`config.mk`:
```
export PLATFORM = sky130hd
export DESIGN_NAME = dtc_timer_counter
export DESIGN_NICKNAME = d
export VERILOG_FILES = /design/src/dtc_pkg.sv /design/src/dtc_pin_sync.sv /design/src/dtc_timer_counter.sv
export VERILOG_INCLUDE_DIRS = /design/src
export SDC_FILE = /design/constraint.sdc
export NUM_CORES = 1
export LEC_CHECK = 0
export BUFFER_PORTS_ARGS = -buffer_cell sky130_fd_sc_hd__buf_4
export CAP_MARGIN = 20
export CORE_ASPECT_RATIO = 2
export CORE_UTILIZATION = 40
export CTS_CLUSTER_DIAMETER = 30
export DETAILED_ROUTE_END_ITERATION = 8
export GPL_TIMING_DRIVEN = 0
export SLEW_MARGIN = 10
export SYNTH_ARGS = -nofsm -noshare
export SYNTH_HDL_FRONTEND = slang
export SYNTH_HIERARCHICAL = 1
export SYNTH_SLANG_ARGS = --single-unit
```
`constraint.sdc`:
```
create_clock -name clk -period 3 [get_ports clk]
set_input_delay 0.3 -clock clk [delete_from_list [all_inputs] [get_ports clk]]
set_output_delay 0.3 -clock clk [all_outputs]
set_load 0.02 [all_outputs]
```
`src/dtc_defs.svh`:
```
// Constants of the dual timer/counter: register addresses, bit positions, resets.
// Assumes it is included by its bare name wherever the constants are used.
`ifndef DTC_DEFS_SVH
`define DTC_DEFS_SVH

// Register addresses on the special function register bus
`define DTC_ADDR_TIMER_CONTROL 8'h88
`define DTC_ADDR_TIMER_MODE_REGISTER 8'h89
`define DTC_ADDR_TL0 8'h8a
`define DTC_ADDR_TL1 8'h8b
`define DTC_ADDR_TH0 8'h8c
`define DTC_ADDR_TH1 8'h8d
`define DTC_ADDR_INTERRUPT_ENABLE_LOW 8'ha8

// Reset values
`define DTC_RST_TIMER_CONTROL 8'h00
`define DTC_RST_TIMER_MODE_REGISTER 8'h00
`define DTC_RST_INTERRUPT_ENABLE_LOW 8'h00
`define DTC_RST_CNT 8'h00
`define DTC_RST_RDATA 8'h00

// Timer control bit positions
`define DTC_TIMER_CONTROL_TF1 7
`define DTC_TIMER_CONTROL_TR1 6
`define DTC_TIMER_CONTROL_TF0 5
`define DTC_TIMER_CONTROL_TR0 4
`define DTC_TIMER_CONTROL_IE1 3
`define DTC_TIMER_CONTROL_IT1 2
`define DTC_TIMER_CONTROL_IE0 1
`define DTC_TIMER_CONTROL_IT0 0

// Mode register fields: timer 0 in the low nibble, timer 1 in the high nibble
`define DTC_TIMER_MODE_REGISTER_GATE1 7
`define DTC_TIMER_MODE_REGISTER_CT1 6
`define DTC_TIMER_MODE_REGISTER_M1_HI 5
`define DTC_TIMER_MODE_REGISTER_M1_LO 4
`define DTC_TIMER_MODE_REGISTER_GATE0 3
`define DTC_TIMER_MODE_REGISTER_CT0 2
`define DTC_TIMER_MODE_REGISTER_M0_HI 1
`define DTC_TIMER_MODE_REGISTER_M0_LO 0

// Interrupt enable bit positions
`define DTC_INTERRUPT_ENABLE_LOW_EAL 7
`define DTC_INTERRUPT_ENABLE_LOW_ET1 3
`define DTC_INTERRUPT_ENABLE_LOW_EX1 2
`define DTC_INTERRUPT_ENABLE_LOW_ET0 1
`define DTC_INTERRUPT_ENABLE_LOW_EX0 0

// Machine cycle length in processor clocks, and the last prescaler count
`define DTC_MC_CLOCKS 12
`define DTC_MC_LAST 4'hb

// Synchronised pin vector positions
`define DTC_PIN_T0 0
`define DTC_PIN_T1 1
`define DTC_PIN_EXTERNAL_IRQ_ZERO_INPUT 2
`define DTC_PIN_INT1 3
`define DTC_PIN_COUNT 4

`endif

```
`src/dtc_pkg.sv`:
```
// Types shared by the dual timer/counter modules.
// Assumes dtc_defs.svh is on the include path.
`include "dtc_defs.svh"

package dtc_pkg;

  typedef enum logic [1:0] {
    DTC_MODE_13BIT,
    DTC_MODE_16BIT,
    DTC_MODE_RELOAD,
    DTC_MODE_SPLIT
  } dtc_mode_t;

  typedef struct packed {
    logic [7:0] tl;
    logic [7:0] th;
    logic ovf;
  } dtc_cnt_t;

  typedef struct packed {
    logic [`DTC_PIN_COUNT-1:0] s1;
    logic [`DTC_PIN_COUNT-1:0] s2;
  } dtc_sync_t;

  typedef struct packed {
    logic [7:0] addr;
    logic [7:0] wdata;
    logic wr;
    logic rd;
  } dtc_sfr_req_t;

  typedef struct packed {
    logic tmr0_ack;
    logic tmr1_ack;
    logic ext0_ack;
    logic ext1_ack;
  } dtc_ack_t;

  typedef struct packed {
    logic [3:0] tick_cnt;
    logic [7:0] timer_control;
    logic [7:0] timer_mode_register;
    logic [7:0] interrupt_enable_low;
    logic [7:0] tl0;
    logic [7:0] th0;
    logic [7:0] tl1;
    logic [7:0] th1;
    logic [`DTC_PIN_COUNT-1:0] mc_prev;
    logic [`DTC_PIN_COUNT-1:0] clk_prev;
    logic [7:0] rdata;
    logic tmr0_irq;
    logic tmr1_irq;
    logic ext0_irq;
    logic ext1_irq;
    logic tmr1_ovf;
  } dtc_state_t;

endpackage

```
`src/dtc_pin_sync.sv`:
```
// Two-flop synchroniser for the external timer and interrupt pins.
// Assumes asynchronous pin levels; output is valid two clocks after a change.
`include "dtc_defs.svh"

module dtc_pin_sync
  import dtc_pkg::*;
(
  // Clock and reset
  input wire logic clk,
  input wire logic rst_n,
  // Pins and synchronised levels
  input wire logic [`DTC_PIN_COUNT-1:0] pin_async,
  output logic [`DTC_PIN_COUNT-1:0] pin_sync
);

  dtc_sync_t st_q;
  dtc_sync_t st_d;

  always_comb
  begin
    st_d = st_q;
    st_d.s1 = pin_async;
    st_d.s2 = st_q.s1;
  end

  always_ff @(posedge clk or negedge rst_n)
  begin
    if (!rst_n)
    begin
      // Pins idle high, so reset to high: no false low level or edge after reset
      st_q <= '1;
    end
    else
    begin
      st_q <= st_d;
    end
  end

  assign pin_sync = st_q.s2;

endmodule

```
`src/dtc_timer_counter.sv`:
```
// Dual timer/counter with timer control, mode and interrupt enable registers.
// Assumes a byte-wide special function register port from the processor core,
// interrupt acknowledge pulses from the interrupt controller, and raw pins.
`include "dtc_defs.svh"

module dtc_timer_counter
  import dtc_pkg::*;
(
  // Clock and reset
  input wire logic clk,
  input wire logic rst_n,
  // Special function register port
  input wire logic [7:0] sfr_addr,
  input wire logic [7:0] sfr_wdata,
  input wire logic sfr_wr,
  input wire logic sfr_rd,
  output logic [7:0] sfr_rdata,
  // Interrupt service acknowledges
  input wire logic tmr0_irq_ack,
  input wire logic tmr1_irq_ack,
  input wire logic ext0_irq_ack,
  input wire logic ext1_irq_ack,
  // External pins
  input wire logic tmr0_count_pin,
  input wire logic tmr1_count_pin,
  input wire logic external_irq_zero_input,
  input wire logic external_irq_one_input,
  // Interrupt requests and baud rate tick
  output logic tmr0_irq_req,
  output logic tmr1_irq_req,
  output logic ext0_irq_req,
  output logic ext1_irq_req,
  output logic tmr1_baud_tick
);

  dtc_state_t st_q;
  dtc_state_t st_d;
  dtc_sfr_req_t req;
  dtc_ack_t ack;
  logic [`DTC_PIN_COUNT-1:0] pin_s;

  dtc_pin_sync u_pin_sync (
    .clk(clk),
    .rst_n(rst_n),
    .pin_async({external_irq_one_input, external_irq_zero_input,
                tmr1_count_pin, tmr0_count_pin}),
    .pin_sync(pin_s)
  );

  assign req = '{addr: sfr_addr, wdata: sfr_wdata, wr: sfr_wr, rd: sfr_rd};
  assign ack = '{tmr0_ack: tmr0_irq_ack, tmr1_ack: tmr1_irq_ack,
                 ext0_ack: ext0_irq_ack, ext1_ack: ext1_irq_ack};

  // One increment of a timer in the given mode
  function automatic dtc_cnt_t cnt_step(input dtc_mode_t mode, input logic [7:0] tl,
                                        input logic [7:0] th);
    dtc_cnt_t r;
    r.tl = tl;
    r.th = th;
    r.ovf = 1'b0;
    case (mode)
      DTC_MODE_13BIT:
      begin
        // Low five bits prescale; upper three low-byte bits are left alone
        r.tl[4:0] = tl[4:0] + 5'h01;
        if (tl[4:0] == 5'h1f)
        begin
          r.th = th + 8'h01;
          r.ovf = (th == 8'hff);
        end
      end
      DTC_MODE_16BIT:
      begin
        {r.th, r.tl} = {th, tl} + 16'h0001;
        r.ovf = ({th, tl} == 16'hffff);
      end
      DTC_MODE_RELOAD:
      begin
        if (tl == 8'hff)
        begin
          r.tl = th;
          r.ovf = 1'b1;
        end
        else
        begin
          r.tl = tl + 8'h01;
        end
      end
      default:
      begin
        // Split low byte: plain 8-bit counter
        r.tl = tl + 8'h01;
        r.ovf = (tl == 8'hff);
      end
    endcase
    return r;
  endfunction

  always_comb
  begin
    logic tick;
    logic [`DTC_PIN_COUNT-1:0] fall;
    dtc_mode_t mode0;
    dtc_mode_t mode1;
    logic split0;
    logic gate_ok0;
    logic gate_ok1;
    logic en0;
    logic en1;
    logic en_th0;
    dtc_cnt_t c0;
    dtc_cnt_t c1;
    logic [7:0] th0_next;
    logic th0_ovf;
    logic set_tf0;
    logic set_tf1;
    logic [7:0] timer_control;
    logic [7:0] rd_mux;
    tick = 1'b0;
    fall = '0;
    mode0 = DTC_MODE_13BIT;
    mode1 = DTC_MODE_13BIT;
    split0 = 1'b0;
    gate_ok0 = 1'b0;
    gate_ok1 = 1'b0;
    en0 = 1'b0;
    en1 = 1'b0;
    en_th0 = 1'b0;
    c0 = '0;
    c1 = '0;
    th0_next = 8'h00;
    th0_ovf = 1'b0;
    set_tf0 = 1'b0;
    set_tf1 = 1'b0;
    timer_control = 8'h00;
    rd_mux = 8'h00;
    st_d = st_q;

    // Machine cycle prescaler
    tick = (st_q.tick_cnt == `DTC_MC_LAST);
    st_d.tick_cnt = tick ? 4'h0 : st_q.tick_cnt + 4'h1;

    // Pins are sampled once per machine cycle; a high then low pair is an edge
    if (tick)
    begin
      st_d.mc_prev = pin_s;
    end
    fall = {`DTC_PIN_COUNT{tick}} & st_q.mc_prev & ~pin_s;

    mode0 = dtc_mode_t'(st_q.timer_mode_register[`DTC_TIMER_MODE_REGISTER_M0_HI:`DTC_TIMER_MODE_REGISTER_M0_LO]);
    mode1 = dtc_mode_t'(st_q.timer_mode_register[`DTC_TIMER_MODE_REGISTER_M1_HI:`DTC_TIMER_MODE_REGISTER_M1_LO]);
    split0 = (mode0 == DTC_MODE_SPLIT);

    // Gate: pass when gate option clear or the interrupt pin is high
    gate_ok0 = !st_q.timer_mode_register[`DTC_TIMER_MODE_REGISTER_GATE0] || pin_s[`DTC_PIN_EXTERNAL_IRQ_ZERO_INPUT];
    gate_ok1 = !st_q.timer_mode_register[`DTC_TIMER_MODE_REGISTER_GATE1] || pin_s[`DTC_PIN_INT1];

    // Timer 0, or the split low byte, under timer 0 controls
    en0 = st_q.timer_control[`DTC_TIMER_CONTROL_TR0] && gate_ok0
          && (st_q.timer_mode_register[`DTC_TIMER_MODE_REGISTER_CT0] ? fall[`DTC_PIN_T0] : tick);

    // Timer 1: its run bit is taken by the split high byte, so it free-runs
    // unless parked in its own mode 3
    if (split0)
    begin
      en1 = gate_ok1
            && (st_q.timer_mode_register[`DTC_TIMER_MODE_REGISTER_CT1] ? fall[`DTC_PIN_T1] : tick);
    end
    else
    begin
      en1 = st_q.timer_control[`DTC_TIMER_CONTROL_TR1] && gate_ok1
            && (st_q.timer_mode_register[`DTC_TIMER_MODE_REGISTER_CT1] ? fall[`DTC_PIN_T1] : tick);
    end
    if (mode1 == DTC_MODE_SPLIT)
    begin
      en1 = 1'b0;
    end

    // Split high byte counts machine cycles on timer 1 run bit
    en_th0 = split0 && st_q.timer_control[`DTC_TIMER_CONTROL_TR1] && tick;

    c0 = cnt_step(mode0, st_q.tl0, st_q.th0);
    c1 = cnt_step(mode1, st_q.tl1, st_q.th1);
    th0_next = st_q.th0 + 8'h01;
    th0_ovf = en_th0 && (st_q.th0 == 8'hff);

    if (en0)
    begin
      st_d.tl0 = c0.tl;
      if (!split0)
      begin
        st_d.th0 = c0.th;
      end
    end
    if (en_th0)
    begin
      st_d.th0 = th0_next;
    end
    if (en1)
    begin
      st_d.tl1 = c1.tl;
      st_d.th1 = c1.th;
    end

    set_tf0 = en0 && c0.ovf;
    set_tf1 = split0 ? th0_ovf : (en1 && c1.ovf);
    st_d.tmr1_ovf = en1 && c1.ovf;

    // Software writes to the counting registers win over the count
    if (req.wr)
    begin
      case (req.addr)
        `DTC_ADDR_TIMER_MODE_REGISTER: st_d.timer_mode_register = req.wdata;
        `DTC_ADDR_TL0: st_d.tl0 = req.wdata;
        `DTC_ADDR_TH0: st_d.th0 = req.wdata;
        `DTC_ADDR_TL1: st_d.tl1 = req.wdata;
        `DTC_ADDR_TH1: st_d.th1 = req.wdata;
        `DTC_ADDR_INTERRUPT_ENABLE_LOW: st_d.interrupt_enable_low = req.wdata;
        default: st_d.interrupt_enable_low = st_d.interrupt_enable_low;
      endcase
    end

    // Control register: clears first, then hardware sets, so a set is never lost
    timer_control = st_q.timer_control;
    if (ack.tmr0_ack)
    begin
      timer_control[`DTC_TIMER_CONTROL_TF0] = 1'b0;
    end
    if (ack.tmr1_ack)
    begin
      timer_control[`DTC_TIMER_CONTROL_TF1] = 1'b0;
    end
    if (ack.ext0_ack && st_q.timer_control[`DTC_TIMER_CONTROL_IT0])
    begin
      timer_control[`DTC_TIMER_CONTROL_IE0] = 1'b0;
    end
    if (ack.ext1_ack && st_q.timer_control[`DTC_TIMER_CONTROL_IT1])
    begin
      timer_control[`DTC_TIMER_CONTROL_IE1] = 1'b0;
    end
    if (req.wr && (req.addr == `DTC_ADDR_TIMER_CONTROL))
    begin
      timer_control = req.wdata;
    end
    if (set_tf0)
    begin
      timer_control[`DTC_TIMER_CONTROL_TF0] = 1'b1;
    end
    if (set_tf1)
    begin
      timer_control[`DTC_TIMER_CONTROL_TF1] = 1'b1;
    end

    // External interrupt flags: edge type latches a falling edge, level type
    // follows the inverted pin
    st_d.clk_prev = pin_s;
    if (timer_control[`DTC_TIMER_CONTROL_IT0])
    begin
      if (st_q.clk_prev[`DTC_PIN_EXTERNAL_IRQ_ZERO_INPUT] && !pin_s[`DTC_PIN_EXTERNAL_IRQ_ZERO_INPUT])
      begin
        timer_control[`DTC_TIMER_CONTROL_IE0] = 1'b1;
      end
    end
    else
    begin
      timer_control[`DTC_TIMER_CONTROL_IE0] = !pin_s[`DTC_PIN_EXTERNAL_IRQ_ZERO_INPUT];
    end
    if (timer_control[`DTC_TIMER_CONTROL_IT1])
    begin
      if (st_q.clk_prev[`DTC_PIN_INT1] && !pin_s[`DTC_PIN_INT1])
      begin
        timer_control[`DTC_TIMER_CONTROL_IE1] = 1'b1;
      end
    end
    else
    begin
      timer_control[`DTC_TIMER_CONTROL_IE1] = !pin_s[`DTC_PIN_INT1];
    end
    st_d.timer_control = timer_control;

    // Requests follow the updated flags through the enables
    st_d.tmr0_irq = st_d.interrupt_enable_low[`DTC_INTERRUPT_ENABLE_LOW_EAL] && st_d.interrupt_enable_low[`DTC_INTERRUPT_ENABLE_LOW_ET0]
                    && st_d.timer_control[`DTC_TIMER_CONTROL_TF0];
    st_d.tmr1_irq = st_d.interrupt_enable_low[`DTC_INTERRUPT_ENABLE_LOW_EAL] && st_d.interrupt_enable_low[`DTC_INTERRUPT_ENABLE_LOW_ET1]
                    && st_d.timer_control[`DTC_TIMER_CONTROL_TF1];
    st_d.ext0_irq = st_d.interrupt_enable_low[`DTC_INTERRUPT_ENABLE_LOW_EAL] && st_d.interrupt_enable_low[`DTC_INTERRUPT_ENABLE_LOW_EX0]
                    && st_d.timer_control[`DTC_TIMER_CONTROL_IE0];
    st_d.ext1_irq = st_d.interrupt_enable_low[`DTC_INTERRUPT_ENABLE_LOW_EAL] && st_d.interrupt_enable_low[`DTC_INTERRUPT_ENABLE_LOW_EX1]
                    && st_d.timer_control[`DTC_TIMER_CONTROL_IE1];

    // Read data registered one clock after the read strobe
    case (req.addr)
      `DTC_ADDR_TIMER_CONTROL: rd_mux = st_q.timer_control;
      `DTC_ADDR_TIMER_MODE_REGISTER: rd_mux = st_q.timer_mode_register;
      `DTC_ADDR_TL0: rd_mux = st_q.tl0;
      `DTC_ADDR_TH0: rd_mux = st_q.th0;
      `DTC_ADDR_TL1: rd_mux = st_q.tl1;
      `DTC_ADDR_TH1: rd_mux = st_q.th1;
      `DTC_ADDR_INTERRUPT_ENABLE_LOW: rd_mux = st_q.interrupt_enable_low;
      default: rd_mux = 8'h00;
    endcase
    if (req.rd)
    begin
      st_d.rdata = rd_mux;
    end
  end

  always_ff @(posedge clk or negedge rst_n)
  begin
    if (!rst_n)
    begin
      st_q <= '0;
      st_q.timer_control <= `DTC_RST_TIMER_CONTROL;
      st_q.timer_mode_register <= `DTC_RST_TIMER_MODE_REGISTER;
      st_q.interrupt_enable_low <= `DTC_RST_INTERRUPT_ENABLE_LOW;
      st_q.tl0 <= `DTC_RST_CNT;
      st_q.th0 <= `DTC_RST_CNT;
      st_q.tl1 <= `DTC_RST_CNT;
      st_q.th1 <= `DTC_RST_CNT;
      st_q.rdata <= `DTC_RST_RDATA;
    end
    else
    begin
      st_q <= st_d;
    end
  end

  assign sfr_rdata = st_q.rdata;
  assign tmr0_irq_req = st_q.tmr0_irq;
  assign tmr1_irq_req = st_q.tmr1_irq;
  assign ext0_irq_req = st_q.ext0_irq;
  assign ext1_irq_req = st_q.ext1_irq;
  assign tmr1_baud_tick = st_q.tmr1_ovf;

endmodule

```
==> results of run 1 <==
-- how the worst min path moves through the flow --
stage                             endpoint  slack [ns]  depth (start not counted)
floorplan                     ext0_irq_req       0.004                          0
global placement    u_pin_sync/pin_sync[3]        0.35                          0
detailed placement  u_pin_sync/pin_sync[0]        0.35                          0
CTS                     u_pin_sync/st_d[2]        0.06                          1
global route            u_pin_sync/st_d[3]        0.05                          1
finish                  u_pin_sync/st_d[2]        0.07                          1
-- state kept, by name, indices dropped and copies added (netlist names) --
register             flops
st_q                    64
sfr_rdata                8
u_pin_sync/pin_sync      4
u_pin_sync/st_d          4
ext0_irq_req             1
ext1_irq_req             1
tmr0_irq_req             1
tmr1_baud_tick           1
tmr1_irq_req             1
-- critical path, delay by kind of cell, from the launching register on --
kind	cells	cell delay, ns
xor gates and xnor gates	1	0.17
buffers and inverters	1	0.19
and+or+nand+nor	4	1.14
adders and majority gates	2	0.42
DFF	1	0.49
AOI/OAI and AO/OA	2	0.23
-- area by class of cell --
cell class	instances	share of cell area [%]
Clock buffer	11	3.97
Multi-Input combinational cell	409	46.2
Timing Repair Buffer	36	4.99
Clock inverter	5	1.07
Sequential cell	85	36.4
Tap cell	147	3.14
Inverter	8	0.512
Buffer	47	3.69
-- stage by stage --
stage	cells	setup slack, ns	total power [mW]	utilization [%]
after global placement	730	0.175	1.69	45.0
after floorplan	549	0.812	1.54	-
after detailed placement	730	0.153	1.70	45.0
final	748	0.277	2.81	47.8
after CTS	746	0.138	2.82	47.4
after global routing	748	0.0457	2.93	47.8
-- layer usage --
metal	up-vias	track usage (%)	wire, um
met5	-	0	0
met2	162	48.1	8910
met3	46	2.99	608
met1	2278	28.4	5830
met4	0	12.9	742
li1	2096	-	-
-- report_power, final --
group	internal, mW	leakage [nW]	switching [mW]
Clock	0.649	0.136	0.467
Combinational	0.167	1.29	0.238
Sequential	1.21	1.01	0.0789
Total	2.02	2.43	0.784
-- cell families (layout without fill, tap and decap cells) --
family / Yosys count / count (layout) / share of synthesized area (%)
multiplexers: 29 / 29 / 8.18
AND/OR/NAND/NOR: 224 / 224 / 22.7
adder cells (fa/ha/maj): 7 / 7 / 1.72
XOR/XNOR: 17 / 17 / 2.93
AO/OA/AOI/OAI: 132 / 132 / 17.5
flip-flops: 85 / 85 / 42.1
buffers and inverters: 55 / 107 / 4.85
-- placed cells by master, fill, tap and decap left out, types with 9 or more instances in the layout --
cell type / count
nand2_1: 78
dfrtp_1: 77
buf_4: 43
a21oi_1: 38
nor2_1: 35
clkbuf_1: 31
nand3_1: 24
nor2b_1: 16
o21ai_0: 16
mux2_2: 12
and3_1: 11
a31oi_1: 11
nand4_1: 11
xor2_1: 11
a221o_1: 9
clkbuf_16: 9
-- what timing repair did --
| item | 4_1_cts | 5_1_grt |
|---|---|---|
| hold buffers | 0 | 1 |
| setup buffers | 0 | 0 |
| endpoints found under the setup margin | 0 | 5 |
| resized for setup | 0 | 3 |
| endpoints found under the hold margin | 0 | 23 |
==> summary.md, run 1 <==
| Metric | Value |
|---|---|
| Setup TNS Final | `0 ns` |
| Most common cell in the netlist | `nand2_1` |
| Hold Path Class | `in -> reg` |
| Antenna violations before repair | `0` |
| Status | `finished, final reports clean` |
| Total track usage | `26.2%` |
| Cell accounting for the most synthesized area | `dfrtp_1` |
| Placer Congestion | `0.902` |
| Predominant post-synthesis flop cell | `dfrtp_1` |
| Area fraction of the dominant cell type after synthesis | `37.9%` |
| Final hold violations | `0` |
| Die Outline Area | `13,200 um2` |
| CTS Buffer Depth | `2` |
| Row Count | `57` |
| Number of enable flip-flop cells after synthesis | `0` |
| YS warnings | `6` |
| Iter 0 DRT Violations | `367` |
| Critical setup path kind | `reg -> reg` |
| Required @ worst endpoint | `3.26 ns` |
| Clk pin slew, worst setup/hold paths | `0.06 ns` |
| Count of buffers from port buffering | `34` |
| Clock tree from TritonCTS | `done` |
| Detailed-routing iteration count for the pre-antenna-repair pass | `5` |
| Global-route wire length before repair | `25,300 um` |
| Proportion of synthesized chip area in sequential cells | `42.1%` |
| Largest net degree at the start of global routing | `86` |
| Leakage Power | `2.43 nW` |
| Worst Setup SP | `st_q[29]` |
| Routed len/inst | `21.5 um` |
| Startpoint class of the critical path | `register` |
| Slew HR | `48.3%` |
| Upper clock frequency limit | `367 MHz` |
| R2R setup slack | `0.28 ns` |
| Clock Latency Late Sink | `0.34 ns` |
| Number of nets with antenna violations after routing | `0` |
| Final worst path period share | `90.8%` |
| Number of global-route vias before repair | `4,643` |
| Maximum level of the CTS H-tree | `3` |
| Critical Path AT | `2.98 ns` |
| Post-synthesis async set-or-reset flop share | `100%` |
| Post-synthesis area per instance | `9.25 um2` |
| Total inserted antenna cells | `0` |
| Dpl hpwl | `12,000 um` |
| Worst Setup EP | `st_q[26]` |
| Cell with the most instances on the worst path | `ha_1` |
| Ratio of routed vias to standard cells | `6.13` |
| Height of the die | `161 um` |
| Via Count | `4,582` |
| Largest cells by area after synthesis | `dfrtp_1, nand2_1, dfstp_2` |
| CORE AREA | `12,300 um2` |
| Max-slew violations | `0` |
| Slowest cell delay on critical path | `0.49 ns` |
| Total wire length after detailed routing | `16,100 um` |
| Total number of clock tree sinks | `85` |
| Critical Path Slowest Stage Cell | `dfrtp_1` |
| Reg-to-reg startpoint | `st_q[29]` |
| Syn-to-layout area delta | `15.5%` |
| Netlist Area Pre-Place | `5080 um2` |
| Fill cell instance count of the final layout | `1,196` |
| CP Cell Sequence | `ha_1 -> nand3_1 -> inv_1 -> ha_1 -> nor2b_1 -> a31oi_1 -> nor4_2 -> nand4_1 -> xor2_1 -> a21oi_1` |
| Cts bufs inserted | `9` |
| Max Cap Viol | `0` |
| Post-place instance area | `5520 um2` |
| Clock skew after layout | `0.00580 ns` |
| Worst reg2reg endpoint | `st_q[26]` |
| Hold path startpoint | `external_irq_zero_input` |
| Category of the worst setup path capture point | `register` |
| Total setup violations reported at the end of the flow | `0` |
| Worst slew pin tran | `0.775 ns` |
| Synth Net Count | `584` |
| Unrepaired setup endpoints after global routing | `false` |
| Length in cells of the worst reg-to-reg path | `10` |
| Gate count after technology mapping | `549` |
| Count of pins on the block boundary | `41` |
| Max IR drop VDD | `0.000369 V` |
| Fraction of final layout cells sized beyond drive strength 1 | `16.8%` |
| Final design area excluding fillers | `5870 um2` |
| Storage element area | `2140 um2` |
| Most numerous cell types in the synthesized netlist | `nand2_1, dfrtp_1, a21oi_1, nor2_1, clkbuf_1` |
| Distinct cells, synth | `67` |
| Power per standard cell area | `479 nW/um2` |
| Root buffer cell | `clkbuf_16` |
| Area of the multi-input gates | `2710 um2` |
| Biggest fanout along the worst timing path | `7` |
| Smallest hold slack | `0.0671 ns` |
| Post-route DRC violation count | `0` |
| Horizontal die dimension | `81.7 um` |
| Initial core utilization | `41.4%` |
| GRT overflow | `0` |
| Period minus WS final | `2.72 ns` |
| Flip-flop and latch count after synthesis | `85` |
| Number of nets in the layout | `631` |
No activity file was read; power rests on OpenSTA's default activity.
==> inputs of run 2 (changes only) <==
- ABC_AREA: default -> 1
- CELL_PAD_IN_SITES_DETAIL_PLACEMENT: default -> 1
- CELL_PAD_IN_SITES_GLOBAL_PLACEMENT: default -> 1
- MAX_ROUTING_LAYER: default -> met4
- PLACE_DENSITY_LB_ADDON: default -> 0.1
==> summary.md, run 2 <==
| Metric | Value |
|---|---|
| Maximum level of the CTS H-tree | `3 (unchanged)` |
| Reg-to-reg startpoint | `st_q[29] (unchanged)` |
| Syn-to-layout area delta | `15.3% (was 15.5%)` |
| Total number of clock tree sinks | `85 (unchanged)` |
| Slowest cell delay on critical path | `0.44 ns (was 0.49 ns)` |
| Total setup violations reported at the end of the flow | `0 (unchanged)` |
| Status | `finished, final reports clean (unchanged)` |
| Count of pins on the block boundary | `41 (unchanged)` |
| Cell with the most instances on the worst path | `nand2_1 (was ha_1)` |
| Clock Latency Late Sink | `0.35 ns (was 0.34 ns)` |
| Slew HR | `46.5% (was 48.3%)` |
| Post-synthesis area per instance | `6.86 um2 (was 9.25 um2)` |
| Dpl hpwl | `17,900 um (was 12,000 um)` |
| Iter 0 DRT Violations | `309 (was 367)` |
| Largest reg by FF count | `st_q (unchanged)` |
| Met2 wire len | `12,200 um (was 8910 um)` |
| Post-synthesis async set-or-reset flop share | `100% (unchanged)` |
| Largest register FFs | `64 (unchanged)` |
| Setup TNS Final | `0 ns (unchanged)` |
| Via Count | `5,906 (was 4,582)` |
| Distinct cells, synth | `41 (was 67)` |
| Placer Congestion | `1.02 (was 0.902)` |
| Routed len/inst | `21.2 um (was 21.5 um)` |
| Area fraction of the dominant cell type after synthesis | `34.3% (was 37.9%)` |
| Metal1 wirelength | `7910 um (was 5830 um)` |
| Number of nets with antenna violations after routing | `0 (unchanged)` |
| Cts repair resizes | `0 (unchanged)` |
| Fraction of final layout cells sized beyond drive strength 1 | `13.8% (was 16.8%)` |
| Top sig layer | `met4 (unchanged)` |
| YS warnings | `6 (unchanged)` |
| Final worst path period share | `81.5% (was 90.8%)` |
| Final design area excluding fillers | `6480 um2 (was 5870 um2)` |
| Highest-count cells in the layout ignoring fill and taps | `nand2_1, inv_1, o21ai_0 (was nand2_1, dfrtp_1, buf_4)` |
| Netlist Area Pre-Place | `5620 um2 (was 5080 um2)` |
| Filler-free cell count of the finished design | `1,065 (was 748)` |
| Largest cells by area after synthesis | `dfrtp_1, nand2_1, o21ai_0 (was dfrtp_1, nand2_1, dfstp_2)` |
| Synth Net Count | `855 (was 584)` |
| Number of enable flip-flop cells after synthesis | `0 (unchanged)` |
| Horizontal die dimension | `85.8 um (was 81.7 um)` |
| Gate count after technology mapping | `820 (was 549)` |
| Clock tree from TritonCTS | `done (unchanged)` |
| Detailed-routing iteration count for the pre-antenna-repair pass | `5 (unchanged)` |
| Number of instances in the placed design | `1,048 (was 730)` |
| Die Outline Area | `14,600 um2 (was 13,200 um2)` |
| Final hold violations | `0 (unchanged)` |
| Levels on crit path | `13 (was 10)` |
| Startpoint class of the critical path | `register (unchanged)` |
| Smallest hold slack | `0.0490 ns (was 0.0671 ns)` |
| Total wire length after detailed routing | `22,600 um (was 16,100 um)` |
| CP Cell Sequence | `ha_1 -> nand2_1 -> nor2_2 -> ha_1 -> nand2_1 -> nor2_1 -> inv_1 -> nor2_1 -> inv_1 -> o211ai_1 -> nand2_1 -> nand2_1 -> a22oi_1 (was ha_1 -> nand3_1 -> inv_1 -> ha_1 -> nor2b_1 -> a31oi_1 -> nor4_2 -> nand4_1 -> xor2_1 -> a21oi_1)` |
| CORE AREA | `13,800 um2 (was 12,300 um2)` |
| Total track usage | `33.8% (was 26.2%)` |
| Met3 wirelength from detailed routing | `562 um (was 608 um)` |
| Critical setup path kind | `reg -> reg (unchanged)` |
| Max Cap Viol | `0 (unchanged)` |
| Global-route wire length before repair | `35,100 um (was 25,300 um)` |
| Hold Path Class | `in -> reg (unchanged)` |
| Category of the worst setup path capture point | `register (unchanged)` |
| Number of setup buffers added after CTS | `0 (unchanged)` |
| Initial core utilization | `40.7% (was 41.4%)` |
| Number of global-route vias before repair | `6,435 (was 4,643)` |
| GRT overflow | `0 (unchanged)` |
| Post-route DRC violation count | `0 (unchanged)` |
| Worst Setup SP | `st_q[29] (unchanged)` |
| Number of nets in the layout | `906 (was 631)` |
| Critical path buffer and inverter count | `2 (was 1)` |
| Worst slew pin tran | `0.800 ns (was 0.775 ns)` |
| Count of buffers from port buffering | `38 (was 34)` |
| Post-Route Utilization | `46.9% (was 47.8%)` |
| Hold path startpoint | `external_irq_one_input (was external_irq_zero_input)` |
| Worst reg2reg endpoint | `st_q[26] (unchanged)` |
| Unrepaired setup endpoints after global routing | `false (unchanged)` |
| Post-place instance area | `6170 um2 (was 5520 um2)` |
| Upper clock frequency limit | `409 MHz (was 367 MHz)` |
| Max IR drop VDD | `0.000252 V (was 0.000369 V)` |
| Worst Setup EP | `st_q[26] (unchanged)` |
| Cell accounting for the most synthesized area | `dfrtp_1 (unchanged)` |
| Cts bufs inserted | `9 (unchanged)` |
| Biggest fanout along the worst timing path | `5 (was 7)` |
| Root buffer cell | `clkbuf_16 (unchanged)` |
| Leakage Power | `3.26 nW (was 2.43 nW)` |
| Most common cell in the netlist | `nand2_1 (unchanged)` |
| Predominant post-synthesis flop cell | `dfrtp_1 (unchanged)` |
| Worst path setup slack after routing | `0.556 ns (was 0.277 ns)` |
| Required @ worst endpoint | `3.21 ns (was 3.26 ns)` |
| Total inserted antenna cells | `0 (unchanged)` |
| Antenna violations before repair | `0 (unchanged)` |
| CTS Buffer Depth | `2 (unchanged)` |
| Placement-stage worst setup slack | `0.618 ns (was 0.153 ns)` |
| R2R setup slack | `0.56 ns (was 0.28 ns)` |
| Length in cells of the worst reg-to-reg path | `13 (was 10)` |
| Clock skew after layout | `0.0131 ns (was 0.00580 ns)` |
| Critical Path Slowest Stage Cell | `dfrtp_1 (unchanged)` |
| Critical Path AT | `2.66 ns (was 2.98 ns)` |
| Flip-flop and latch count after synthesis | `85 (unchanged)` |
| Row Count | `61 (was 57)` |
| Power per standard cell area | `476 nW/um2 (was 479 nW/um2)` |
| Most frequent standard cell in the layout excluding fill and tap cells | `nand2_1 (unchanged)` |
| Proportion of synthesized chip area in sequential cells | `38.0% (was 42.1%)` |
| Max-slew violations | `0 (unchanged)` |
| Fill cell instance count of the final layout | `1,804 (was 1,196)` |
| Number of hold buffers added after cts | `1 (was 0)` |
| Ratio of routed vias to standard cells | `5.55 (was 6.13)` |
| Post-layout power | `3.08 mW (was 2.81 mW)` |
| Largest net degree at the start of global routing | `58 (was 86)` |
| Most numerous cell types in the synthesized netlist | `nand2_1, inv_1, o21ai_0, dfrtp_1, nor2_1 (was nand2_1, dfrtp_1, a21oi_1, nor2_1, clkbuf_1)` |
| Period minus WS final | `2.44 ns (was 2.72 ns)` |
| Height of the die | `170 um (was 161 um)` |
| Clk pin slew, worst setup/hold paths | `0.08 ns (was 0.06 ns)` |
| Cell class contributing the biggest share of worst-path delay | `simple AND/OR/NAND/NOR gates (unchanged)` |
run 2: cell count changes after synthesis, sizes merged, moves of 10 or more:
| cell | before | now |
|---|---|---|
| inv | 8 | 112 |
| nor2b | 16 | 0 |
| a21oi | 38 | 57 |
| and3 | 11 | 1 |
| o21ai | 18 | 91 |
| nor2 | 35 | 71 |
| mux2 | 14 | 0 |
| nand3 | 24 | 54 |
| nand2 | 78 | 259 |
| clkbuf | 29 | 3 |
run 2: logic make-up after synthesis:
| kind of cell | synth area share [%] |
|---|---|
| compound gates | 17.8 |
| xor+xnor | 0.467 |
| fa+ha+maj | 1.56 |
| buf+inv | 10.1 |
| flops | 38.0 |
| simple gates | 32.1 |
run 2: area by class of cell:
| type | count | area (um2) | area share (%) |
|---|---|---|---|
| sequential | 85 | 2140 | 33.0 |
| multi-input combinational | 602 | 2920 | 45.1 |
| tap | 189 | 236 | 3.65 |
| clock inverter | 7 | 75.1 | 1.16 |
| buffer | 21 | 145 | 2.24 |
| clock buffer | 9 | 225 | 3.47 |
| timing repair buffer | 40 | 323 | 4.98 |
| inverter | 112 | 420 | 6.48 |
run 2: how the worst min path moves through the flow:
stage	end	slack, ns	cells past startpoint
after floorplan	ext0_irq_req	0.004	0
after global placement	u_pin_sync/pin_sync[0]	0.35	0
after detailed placement	st_q[77]	0.26	1
after CTS	u_pin_sync/st_d[3]	0.04	1
after global routing	u_pin_sync/st_d[1]	0.05	1
final	u_pin_sync/st_d[3]	0.05	1
run 2: routing by layer:
layer / up-vias / track usage (%)
met4: 0 / 24.6
li1: 2764 / -
met2: 152 / 61.6
met1: 2903 / 32.5
met5: - / -
met3: 87 / 2.92
run 2: power breakdown:
| group | switching [mW] | total [mW] | leakage (nW) | internal [mW] |
|---|---|---|---|---|
| combinational | 0.409 | 0.602 | 2.10 | 0.193 |
| sequential | 0.103 | 1.33 | 1.02 | 1.22 |
| clock | 0.563 | 1.16 | 0.145 | 0.592 |
==> inputs of run 3 (changes only) <==
- clock period: 3 -> 2.3 ns (I/O delays scaled with it)
==> summary.md, run 3 (synthesized netlist as in run 2, its figures left out) <==
| Metric | Value |
|---|---|
| Max IR drop VDD | `0.000330 V (was 0.000252 V)` |
| Metal1 wirelength | `7800 um (was 7910 um)` |
| Hold Path Class | `in -> reg (unchanged)` |
| Ratio of routed vias to standard cells | `5.49 (was 5.55)` |
| Startpoint class of the critical path | `register (unchanged)` |
| Cell class contributing the biggest share of worst-path delay | `adder cells (was simple AND/OR/NAND/NOR gates)` |
| Post-route DRC violation count | `0 (unchanged)` |
| Number of instances in the placed design | `1,048 (unchanged)` |
| CORE AREA | `13,800 um2 (unchanged)` |
| Count of pins on the block boundary | `41 (unchanged)` |
| Highest-count cells in the layout ignoring fill and taps | `nand2_1, inv_1, o21ai_0 (unchanged)` |
| Routed len/inst | `21.0 um (was 21.2 um)` |
| Dpl hpwl | `17,900 um (unchanged)` |
| Slowest cell delay on critical path | `0.45 ns (was 0.44 ns)` |
| Period minus WS final | `2.18 ns (was 2.44 ns)` |
| Worst slew pin tran | `0.808 ns (was 0.800 ns)` |
| Maximum level of the CTS H-tree | `3 (unchanged)` |
| Required @ worst endpoint | `2.58 ns (was 3.21 ns)` |
| Clock Latency Late Sink | `0.35 ns (about the same)` |
| Biggest fanout along the worst timing path | `8 (was 5)` |
| Iter 0 DRT Violations | `283 (was 309)` |
| Final worst path period share | `94.8% (was 81.5%)` |
| Power per standard cell area | `612 nW/um2 (was 476 nW/um2)` |
| Cell with the most instances on the worst path | `nand2_1 (unchanged)` |
| Detailed-routing iteration count for the pre-antenna-repair pass | `4 (was 5)` |
| Row Count | `61 (unchanged)` |
| P_sw | `1.41 mW (was 1.08 mW)` |
| Clk pin slew, worst setup/hold paths | `0.08 ns (about the same)` |
| CTS Buffer Depth | `2 (unchanged)` |
| Final hold violations | `0 (unchanged)` |
| Number of global-route vias before repair | `6,478 (was 6,435)` |
| Critical Path AT | `2.46 ns (was 2.66 ns)` |
| GRT overflow | `0 (unchanged)` |
| Upper clock frequency limit | `459 MHz (was 409 MHz)` |
| Largest reg by FF count | `st_q (unchanged)` |
| Largest net degree at the start of global routing | `58 (unchanged)` |
| Met3 wirelength from detailed routing | `563 um (was 562 um)` |
| Clock skew after layout | `0.0120 ns (was 0.0131 ns)` |
| Leakage Power | `3.32 nW (was 3.26 nW)` |
| Critical setup path kind | `reg -> reg (unchanged)` |
| Via Count | `5,896 (was 5,906)` |
| Clock tree from TritonCTS | `done (unchanged)` |
| Status | `finished, final reports clean (unchanged)` |
| Die Outline Area | `14,600 um2 (unchanged)` |
| Post-Route Utilization | `47.8% (was 46.9%)` |
| Cts bufs inserted | `9 (unchanged)` |
| Slew HR | `46.0% (was 46.5%)` |
| Syn-to-layout area delta | `17.4% (was 15.3%)` |
| Total inserted antenna cells | `0 (unchanged)` |
| CP Cell Sequence | `ha_1 -> nand2_1 -> nor2_1 -> ha_2 -> inv_1 -> a21oi_1 -> o21ai_0 -> nand2_1 -> nand2_1 -> nand2_1 -> nand2_1 -> a21oi_1 (was ha_1 -> nand2_1 -> nor2_2 -> ha_1 -> nand2_1 -> nor2_1 -> inv_1 -> nor2_1 -> inv_1 -> o211ai_1 -> nand2_1 -> nand2_1 -> a22oi_1)` |
| Top sig layer | `met4 (unchanged)` |
| Clock share of power | `37.3% (was 37.5%)` |
| Internal power component | `2.63 mW (was 2.01 mW)` |
| Sequential group share of total power | `42.9% (was 43.0%)` |
| Met2 wire len | `12,300 um (was 12,200 um)` |
| Critical Path Slowest Stage Cell | `dfrtp_1 (unchanged)` |
| Number of nets in the layout | `914 (was 906)` |
| Max Cap Viol | `0 (unchanged)` |
| Height of the die | `170 um (unchanged)` |
| Total track usage | `33.8% (about the same)` |
| Fraction of final layout cells sized beyond drive strength 1 | `14.8% (was 13.8%)` |
| Total setup violations reported at the end of the flow | `0 (unchanged)` |
| Filler-free cell count of the finished design | `1,073 (was 1,065)` |
| Count of buffers from port buffering | `38 (unchanged)` |
| Max-slew violations | `0 (unchanged)` |
| Global-route wire length before repair | `35,200 um (was 35,100 um)` |
| Critical path buffer and inverter count | `1 (was 2)` |
| Largest register FFs | `64 (unchanged)` |
| Antenna violations before repair | `0 (unchanged)` |
| Category of the worst setup path capture point | `register (unchanged)` |
| Root buffer cell | `clkbuf_16 (unchanged)` |
| Worst path setup slack after routing | `0.119 ns (was 0.556 ns)` |
| Horizontal die dimension | `85.8 um (unchanged)` |
| Initial core utilization | `40.7% (unchanged)` |
| Total number of clock tree sinks | `85 (unchanged)` |
| Number of nets with antenna violations after routing | `0 (unchanged)` |
| Placement-stage worst setup slack | `-0.0816 ns (was 0.618 ns)` |
| Logic gate share of total power | `19.8% (was 19.5%)` |
| Placer Congestion | `1.02 (unchanged)` |
| Total wire length after detailed routing | `22,500 um (was 22,600 um)` |
| Most frequent standard cell in the layout excluding fill and tap cells | `nand2_1 (unchanged)` |
| Switching share of power | `34.9% (about the same)` |
## run 3: cell count changes in the layout (fill, tap and decap cells not counted), sizes merged
cell | before | now
dlygate4sd3 | 1 | 5
buf | 57 | 61
## run 3: tightest hold or removal path: stages
cell,delay [ns]
buf_4,0.10
nand2_1,0.05
nand2_1,0.06
## run 3: layer usage
metal,up-vias,GRT usage [%]
li1,2779,-
met1,2888,32.5
met5,-,-
met3,84,2.92
met2,145,61.8
met4,0,24.9
## run 3: timing repair
item                                    4_1_cts  5_1_grt
resized for setup                             2        9
buffers inserted                              0        4
hold endpoints to repair                     24        0
endpoints found under the setup margin        2       15
pin swaps                                     0        2
hold buffers                                  5        0
## run 3: final timing paths
kind                       depth (start not counted)  slack, ns          startpoint                      to
min                                                3       0.12        sfr_wdata[2]                st_q[47]
max                                               12       0.12            st_q[46]                st_q[38]
min reg2reg                                        0       0.36  u_pin_sync/st_d[2]  u_pin_sync/pin_sync[2]
max reg2reg                                       12       0.12            st_q[46]                st_q[38]
max in group asynchronous                          3       1.27               rst_n                st_q[28]
min in group asynchronous                          2       0.37               rst_n                st_q[78]
## run 3: metrics by stage
stage          hold slack (ns)  power (mW)  setup TNS (ns)  cell area (um2)
2_1_floorplan          -0.0656        2.20               0             5620
3_3_place_gp             0.338        2.49         -0.0524             6150
3_5_place_dp             0.188        2.53         -0.0816             6170
4_1_cts                  0.115        4.05               0             6540
5_1_grt                  0.128        4.22         -0.0186             6600
6_report                 0.120        4.04               0             6600
## run 3: cell type report
class	instances	area [um2]
fillers	1799	7210
multi-input cells	602	2970
flip-flops and latches	85	2140
inverters	112	420
repair buffers	48	393
well taps	189	236
clock buffers	9	225
plain buffers	21	145
clock inverters	7	75.1
## run 3: power by group through the flow
stage	sequential (mW)	combinational (mW)	clock, mW
after floorplan	1.71	0.496	0
after global placement	1.75	0.736	0
after detailed placement	1.76	0.773	0
after CTS	1.73	0.785	1.54
after global routing	1.75	0.898	1.57
final	1.73	0.801	1.51
